--- src/inc/pmc_pkg.sv ---
// Package for the power-mode controller: register map, fields, timing.
// Assumes a single 25 MHz system clock and an APB slave with 32-bit data.

package pmc_pkg;

   // Operating modes of the core
   typedef enum logic [2:0] {
      PMC_RUN,
      PMC_SLOW,
      PMC_WAIT,
      PMC_HALT,
      PMC_STOP,
      PMC_WAKE
   } pmc_mode_t;

   // Register byte offsets
   localparam logic [11:0] CTRL_OFS    = 12'h000;
   localparam logic [11:0] STATUS_OFS  = 12'h004;
   localparam logic [11:0] WAITDIV_OFS = 12'h008;
   localparam logic [11:0] STARTUP_OFS = 12'h00C;

   // Control field positions
   localparam int CTRL_SLOW_BIT  = 0;
   localparam int CTRL_SRC_LSB   = 1;
   localparam int CTRL_DIV_LSB   = 4;
   localparam int CTRL_DIV_W     = 4;

   // Clock source selection codes
   localparam logic [1:0] SRC_PLL = 2'h0;
   localparam logic [1:0] SRC_OSC = 2'h1;
   localparam logic [1:0] SRC_EXT = 2'h2;

   // Reset values
   localparam logic [31:0] CTRL_RST    = 32'h0000_0030;
   localparam logic [3:0]  WAITDIV_RST = 4'hF;

   // Oscillator start-up time after stop, and cycles at 25 MHz
   localparam int CLK_MHZ         = 25;
   localparam int OSC_STARTUP_US  = 100;
   localparam int OSC_STARTUP_CYC = OSC_STARTUP_US * CLK_MHZ;
   localparam logic [15:0] STARTUP_RST = 16'(OSC_STARTUP_CYC);

endpackage : pmc_pkg

--- src/verilog/pmc_top.sv ---
// Power-mode controller: run, slow, wait-for-irq, halt and stop sequencing.
// Assumes a CPU that pulses mode requests and an APB master for registers.

`timescale 1ns/100ps
`default_nettype none

// How it works
// Wait-for-irq suspends execution until an interrupt acknowledge arrives.
// Wait-for-irq stops CPU clock, keeps irq logic at programmed rate.
// Halt with watchdog off stops CPU and peripherals.
// Halt with watchdog on is ignored; run continues.
// Halt is left only through reset.
// Stop halts CPU and peripherals until a wake-up line rises.
// Stop keeps register state; exit continues without reset.
// Watchdog counter is frozen during stop, resumes afterward.
// Leaving stop waits an oscillator start-up count before clocks return.
// Slow mode clocks CPU and peripherals at a divided rate.
// Run mode clocks at full speed from PLL, oscillator or external.
// Reset is held while the low-voltage detector reports low supply.
// One mode state, forced to run by any reset.
module pmc_top (
   // Clock and reset
   input  wire logic        clock_i,
   input  wire logic        arst_n_i,
   // Reset sources
   input  wire logic        low_voltage_detector_i,
   input  wire logic        ext_reset_n_i,
   // CPU requests and watchdog state
   input  wire logic        wait_req_i,
   input  wire logic        halt_req_i,
   input  wire logic        stop_req_i,
   input  wire logic        wdg_enable_i,
   input  wire logic        irq_ack_i,
   input  wire logic [3:0]  wakeup_i,
   // APB slave
   input  wire logic        psel_i,
   input  wire logic        penable_i,
   input  wire logic        pwrite_i,
   input  wire logic [11:0] paddr_i,
   input  wire logic [31:0] pwdata_i,
   output logic      [31:0] prdata_o,
   output logic             pready_o,
   output logic             pslverr_o,
   // Clock enables and controls
   output logic             cpu_clk_en_o,
   output logic             per_clk_en_o,
   output logic             irq_clk_en_o,
   output logic      [1:0]  clk_src_o,
   output logic             wdg_freeze_o,
   output logic             sys_reset_o,
   output logic      [2:0]  mode_o
);

   ////////////////////////////////////////////////////////////////////////
   // State

   typedef struct packed {
      pmc_pkg::pmc_mode_t mode;
      logic               slow;
      logic [1:0]         src;
      logic [3:0]         div;
      logic [3:0]         waitdiv;
      logic [15:0]        startup;
      logic [15:0]        cnt;
      logic [3:0]         div_cnt;
      logic [31:0]        prdata;
      logic               pready;
      logic               pslverr;
      logic               cpu_en;
      logic               per_en;
      logic               irq_en;
      logic               freeze;
      logic               sysrst;
   } pmc_state_t;

   pmc_state_t st_reg;
   pmc_state_t st_next;

   // Internal reset from any source, held while supply is low
   logic any_reset;
   assign any_reset = low_voltage_detector_i | ~ext_reset_n_i;

   // Decodes an APB offset to a register index, 7 when unmapped
   function automatic logic [2:0] reg_index(input logic [11:0] a);
      case (a)
         pmc_pkg::CTRL_OFS:    reg_index = 3'h0;
         pmc_pkg::STATUS_OFS:  reg_index = 3'h1;
         pmc_pkg::WAITDIV_OFS: reg_index = 3'h2;
         pmc_pkg::STARTUP_OFS: reg_index = 3'h3;
         default:              reg_index = 3'h7;
      endcase
   endfunction : reg_index

   logic       access;
   logic [2:0] idx;
   logic       tick;
   logic       div_hit;
   assign access = psel_i & penable_i & ~st_reg.pready;
   assign idx    = reg_index(paddr_i);

   ////////////////////////////////////////////////////////////////////////
   // Next-state logic

   // Divider tick: shared by slow and wait-for-irq rates
   always_comb begin
      logic [3:0] lim;
      lim = (st_reg.mode == pmc_pkg::PMC_WAIT) ? st_reg.waitdiv : st_reg.div;
      div_hit = (st_reg.div_cnt >= lim);
      tick    = div_hit;
   end

   always_comb begin
      st_next = st_reg;
      st_next.pready  = 1'b0;
      st_next.pslverr = 1'b0;
      st_next.div_cnt = div_hit ? 4'h0 : st_reg.div_cnt + 4'h1;

      // APB access, answered after one wait state in the access phase
      if (access) begin
         st_next.pready = 1'b1;
         st_next.pslverr = (idx == 3'h7);
         st_next.prdata = 32'h0000_0000;
         if (pwrite_i) begin
            case (idx)
               3'h0: begin
                  st_next.slow = pwdata_i[pmc_pkg::CTRL_SLOW_BIT];
                  st_next.src  = pwdata_i[pmc_pkg::CTRL_SRC_LSB +: 2];
                  st_next.div  = pwdata_i[pmc_pkg::CTRL_DIV_LSB +:
                                          pmc_pkg::CTRL_DIV_W];
               end
               3'h2: st_next.waitdiv = pwdata_i[3:0];
               3'h3: st_next.startup = pwdata_i[15:0];
               default: ;
            endcase
         end else begin
            case (idx)
               3'h0: st_next.prdata = {24'h0, st_reg.div, 1'b0,
                                       st_reg.src, st_reg.slow};
               3'h1: st_next.prdata = {12'h0, st_reg.cnt, 1'b0,
                                       st_reg.mode};
               3'h2: st_next.prdata = {28'h0, st_reg.waitdiv};
               3'h3: st_next.prdata = {16'h0, st_reg.startup};
               default: st_next.prdata = 32'h0000_0000;
            endcase
         end
      end

      // Mode sequencing
      // Halt beats stop beats wait; requests in other modes are dropped
      case (st_reg.mode)
         pmc_pkg::PMC_RUN, pmc_pkg::PMC_SLOW: begin
            st_next.mode = st_next.slow ? pmc_pkg::PMC_SLOW
                                        : pmc_pkg::PMC_RUN;
            if (halt_req_i && !wdg_enable_i)
               st_next.mode = pmc_pkg::PMC_HALT;
            else if (stop_req_i)
               st_next.mode = pmc_pkg::PMC_STOP;
            else if (wait_req_i)
               st_next.mode = pmc_pkg::PMC_WAIT;
         end
         pmc_pkg::PMC_WAIT:
            if (irq_ack_i)
               st_next.mode = st_reg.slow ? pmc_pkg::PMC_SLOW
                                          : pmc_pkg::PMC_RUN;
         pmc_pkg::PMC_HALT: ;
         pmc_pkg::PMC_STOP:
            if (|wakeup_i) begin
               st_next.mode = pmc_pkg::PMC_WAKE;
               st_next.cnt  = st_reg.startup;
            end
         pmc_pkg::PMC_WAKE:
            if (st_reg.cnt <= 16'h0001)
               st_next.mode = st_reg.slow ? pmc_pkg::PMC_SLOW
                                          : pmc_pkg::PMC_RUN;
            else
               st_next.cnt = st_reg.cnt - 16'h0001;
         default: st_next.mode = pmc_pkg::PMC_RUN;
      endcase

      // Clock enables from the next mode
      case (st_next.mode)
         pmc_pkg::PMC_RUN: begin
            st_next.cpu_en = 1'b1;
            st_next.per_en = 1'b1;
            st_next.irq_en = 1'b1;
         end
         pmc_pkg::PMC_SLOW: begin
            st_next.cpu_en = tick;
            st_next.per_en = tick;
            st_next.irq_en = tick;
         end
         pmc_pkg::PMC_WAIT: begin
            st_next.cpu_en = 1'b0;
            st_next.per_en = tick;
            st_next.irq_en = tick;
         end
         default: begin
            st_next.cpu_en = 1'b0;
            st_next.per_en = 1'b0;
            st_next.irq_en = 1'b0;
         end
      endcase
      st_next.freeze = (st_next.mode == pmc_pkg::PMC_STOP ||
                        st_next.mode == pmc_pkg::PMC_WAKE) &&
                       wdg_enable_i;
      st_next.sysrst = 1'b0;

      // Any reset forces run; control registers reinitialised
      if (any_reset) begin
         st_next = '0;
         st_next.mode    = pmc_pkg::PMC_RUN;
         st_next.slow    = pmc_pkg::CTRL_RST[pmc_pkg::CTRL_SLOW_BIT];
         st_next.div     = pmc_pkg::CTRL_RST[pmc_pkg::CTRL_DIV_LSB +:
                                             pmc_pkg::CTRL_DIV_W];
         st_next.waitdiv = pmc_pkg::WAITDIV_RST;
         st_next.startup = pmc_pkg::STARTUP_RST;
         st_next.sysrst  = 1'b1;
      end
   end

   ////////////////////////////////////////////////////////////////////////
   // Registers; async reset takes constants only

   always_ff @(posedge clock_i or negedge arst_n_i) begin
      if (!arst_n_i) begin
         st_reg         <= '0;
         st_reg.mode    <= pmc_pkg::PMC_RUN;
         st_reg.slow    <= pmc_pkg::CTRL_RST[pmc_pkg::CTRL_SLOW_BIT];
         st_reg.div     <= pmc_pkg::CTRL_RST[pmc_pkg::CTRL_DIV_LSB +:
                                             pmc_pkg::CTRL_DIV_W];
         st_reg.waitdiv <= pmc_pkg::WAITDIV_RST;
         st_reg.startup <= pmc_pkg::STARTUP_RST;
         st_reg.sysrst  <= 1'b1;
      end else begin
         st_reg <= st_next;
      end
   end

   // Outputs straight from flip-flops
   assign prdata_o     = st_reg.prdata;
   assign pready_o     = st_reg.pready;
   assign pslverr_o    = st_reg.pslverr;
   assign cpu_clk_en_o = st_reg.cpu_en;
   assign per_clk_en_o = st_reg.per_en;
   assign irq_clk_en_o = st_reg.irq_en;
   assign clk_src_o    = st_reg.src;
   assign wdg_freeze_o = st_reg.freeze;
   assign sys_reset_o  = st_reg.sysrst;
   assign mode_o       = st_reg.mode;
endmodule : pmc_top

`default_nettype wire

--- config.mk ---
export PLATFORM = sky130hd
export DESIGN_NAME = pmc_top
export DESIGN_NICKNAME = d
export VERILOG_FILES = /design/src/inc/pmc_pkg.sv /design/src/verilog/pmc_top.sv
export SDC_FILE = /design/constraint.sdc
export NUM_CORES = 1
export LEC_CHECK = 0
export ABC_AREA = 1
export BUFFER_PORTS_ARGS = -buffer_cell sky130_fd_sc_hd__clkbuf_2
export CELL_PAD_IN_SITES_DETAIL_PLACEMENT = 1
export CELL_PAD_IN_SITES_GLOBAL_PLACEMENT = 1
export CORE_AREA = 5 5 115 117
export CTS_BUF_LIST = sky130_fd_sc_hd__clkbuf_8
export DETAILED_ROUTE_END_ITERATION = 10
export DIE_AREA = 0 0 120 122
export PLACE_DENSITY = 0.84
export SYNTH_ARGS = -nofsm -noshare
export SYNTH_HDL_FRONTEND = slang
export SYNTH_SLANG_ARGS = --single-unit
--- constraint.sdc ---
create_clock -name clock_i -period 1.9 [get_ports clock_i]
set_input_delay 0.38 -clock clock_i [delete_from_list [all_inputs] [get_ports clock_i]]
set_output_delay 0.38 -clock clock_i [all_outputs]
set_load 0.02 [all_outputs]
==> flow_summary.yaml <==
floorplanning:
  die_x_um: 120
  rows: 41
  core_sq_um: 12300
  io_pins: 104
  start_util: 0.355
  dieArea_sq_um: 14600
  fp.dieH_um: 122
placement:
  place_congestion: 0.909
  numPortBuffers: 75
  dp_hpwl_um: 10600
  placed_cell_area_sq_um: 4930
  dpl_worst_slack_ns: -0.166
min_path:
  hold_class: "in -> async"
worst_setup_path:
  r2r_cells: 15
  crit_arrival_ns: 2.30
  critPathLaunchType: "flop"
  rrSetupSlack_ns: -0.14
  crit_type: "reg -> reg"
  reg2reg_to: "irq_clk_en_o"
  end_kind: "flop"
  path_max_fanout: 6
  cp_data_required_time_ns: 2.17
  reg2reg_from: "mode_o[2]"
drt:
  drt-total-wl_um: 14500
  met2_length_um: 7790
  drt-met1-wl_um: 5600
  dr_wl_met3_um: 702
  via_per_inst: 5.30
  antenna_left: 0
  wire_per_inst_um: 18.5
  drt-pass1-iter-count: 4
  drt_iter0_drc: 309
  num_vias: 4151
  highest_layer: "met4"
  drc_errors: 0
synthesis:
  yosysWarnings: 0
  synth_edf_count: 0
  synth_top_cell_by_area: "dfrtp_1"
  ys_top_cells_by_count: "nand2_1, inv_1, dfrtp_1"
  avgSynthCellArea_sq_um: 8.13
  ys_ff_latch: 76
  synthArstFlopShare: 1.00
  synthFlopType: "dfrtp_1"
  synth.most_common_cell: "nand2_1"
  syn-instance-count: 536
  netlist_area_sq_um: 4360
  ys_seq_area_frac: 0.440
  yosys.area.top_type_share: 0.368
  netlist_top_cells_area: "dfrtp_1, nand2_1, dfstp_2"
  ys_types: 41
timing:
  fmaxAchievable_mhz: 491
  slew_violations: 0
  fin_ws_ns: -0.138
  timing.final.crit_share: 1.07
  hold_ws_ns: -0.0125
  rsz0062_at_grt: "true"
  fin_tns_setup_ns: -0.450
  setup_violations: 6
  fin_crit_ns: 2.04
  finalHoldViolCount: 4
  fin_worst_skew_ns: 0.0111
cells_and_area:
  fin_util: 0.437
  largest_reg_flops: 45
  area_growth_pct: 23.0
  drive_gt1_frac: 0.313
  antennaDiodeCount: 0
  final_area_sq_um: 5360
  nNetsFinal: 695
clock_network:
  clk-insertion-delay-late_ns: 0.38
  cts_buffer_depth: 2
  root_buffer: "clkbuf_8"
  clkSinkCount: 76
  clkTransAtPathRegs_ns: 0.08
  cts_buffers: 9
  cts_tree: "built"
  cts_hold_buf: 0
  cts.htree.levels: 3
run_status:
  violations: "hold timing, setup timing"
  status: "finished, violations left"
global_route:
  grt_first_pass_wirelength_um: 22400
  gr-total-overflow: 0
  grt_use_total: 0.195
  grt_max_degree: 77
  antenna_found_initial: 0
  grt_pass1_vias: 4404
power_and_ir_drop:
  power.density_nw_per_um2: 665
  p_leak_nw: 2.77
  vdd_ir_drop_max_mv: 0.274
  power_mw: 3.56
flow_run:
  maxCapViolations: 0
==> layer usage <==
metal | global-route usage | vias to the layer above
li1 | - | 1919
met1 | 0.218 | 2065
met2 | 0.359 | 139
met3 | 0.0418 | 28
met4 | 0.0838 | 0
met5 | 0 | -
==> metrics by stage <==
step / cells / hold slack (ns)
after floorplan: 547 / 0.0844
after global routing: 783 / 0.0365
after global placement: 758 / 0.432
after CTS: 777 / 0.0337
after detailed placement: 758 / 0.437
final: 783 / -0.0125
==> kinds of logic (layout without fill, tap and decap cells) <==
logic type	count (synthesis)	count (layout)	synth area share
and+or+nand+nor	207	207	0.221
buffers and inverters	126	212	0.147
AOI/OAI and AO/OA	115	115	0.164
DFF	76	76	0.440
adders and majority gates	7	7	0.0201
xor gates and xnor gates	4	4	0.00805
other	1	12	0.000861
==> area by class of cell <==
class                           instances  area [sq um]
Timing Repair Buffer                  121           785
Clock inverter                          6           111
Tap cell                              150           188
Multi-Input combinational cell        345          1930
Fill cell                            1487          6910
Clock buffer                           10           138
Sequential cell                        76          1920
Inverter                               75           285
==> placed cells by master (no fill, tap or decap), drive strengths merged <==
cell type,instances
nand2,96
clkbuf,84
inv,74
dfrtp,64
nor2,52
buf,47
o21ai,45
nand3,41
o22ai,24
a21oi,15
conb,12
dfstp,12
nor3,10
a32o,9
o211ai,8
ha,7
nand4,5
o31ai,5
xor2,3
bufinv,3
clkinv,3
o21a,2
or2,2
o2111ai,2
o22a,2
xnor2,1
nand3b,1
a21boi,1
o221ai,1
a22o,1
clkinvlp,1
==> report_power, final <==
| part | switching (mW) | leakage (nW) | internal (mW) |
|---|---|---|---|
| registers | 0.00960 | 1.02 | 1.63 |
| clock network | 0.651 | 0.122 | 0.908 |
| logic | 0.245 | 1.63 | 0.119 |
| total | 0.905 | 2.77 | 2.66 |
==> timing repair <==
action / in CTS / in global routing
buffers inserted: 3 / 7
resized for setup: 4 / 29
endpoints found under the setup margin: 6 / 24
pin swaps: 3 / 5
==> worst max path at each step <==
| stage | slack [ns] | startpoint | to | depth (start not counted) |
|---|---|---|---|---|
| floorplan | -0.005 | mode_o[2] | irq_clk_en_o | 15 |
| detailed placement | -0.17 | mode_o[2] | irq_clk_en_o | 15 |
| global route | -0.24 | mode_o[2] | irq_clk_en_o | 15 |
| global placement | -0.05 | mode_o[2] | irq_clk_en_o | 15 |
| CTS | -0.11 | mode_o[2] | irq_clk_en_o | 15 |
| finish | -0.14 | mode_o[2] | irq_clk_en_o | 15 |
==> worst max-delay path, cell delays in order, from the launching register on <==
cell and delay [ns]:
dfrtp_1 0.40, inv_2 0.08, nand2_4 0.06, nor2_4 0.14, nand2_1 0.07, o21a_1 0.11
ha_1 0.26, inv_1 0.06, a21oi_1 0.06, o21ai_1 0.14, nand2_1 0.08, a21oi_2 0.19
or2_2 0.14, inv_1 0.04, nand2_1 0.05, nand2_1 0.04
(Power assumes the default switching activity.)
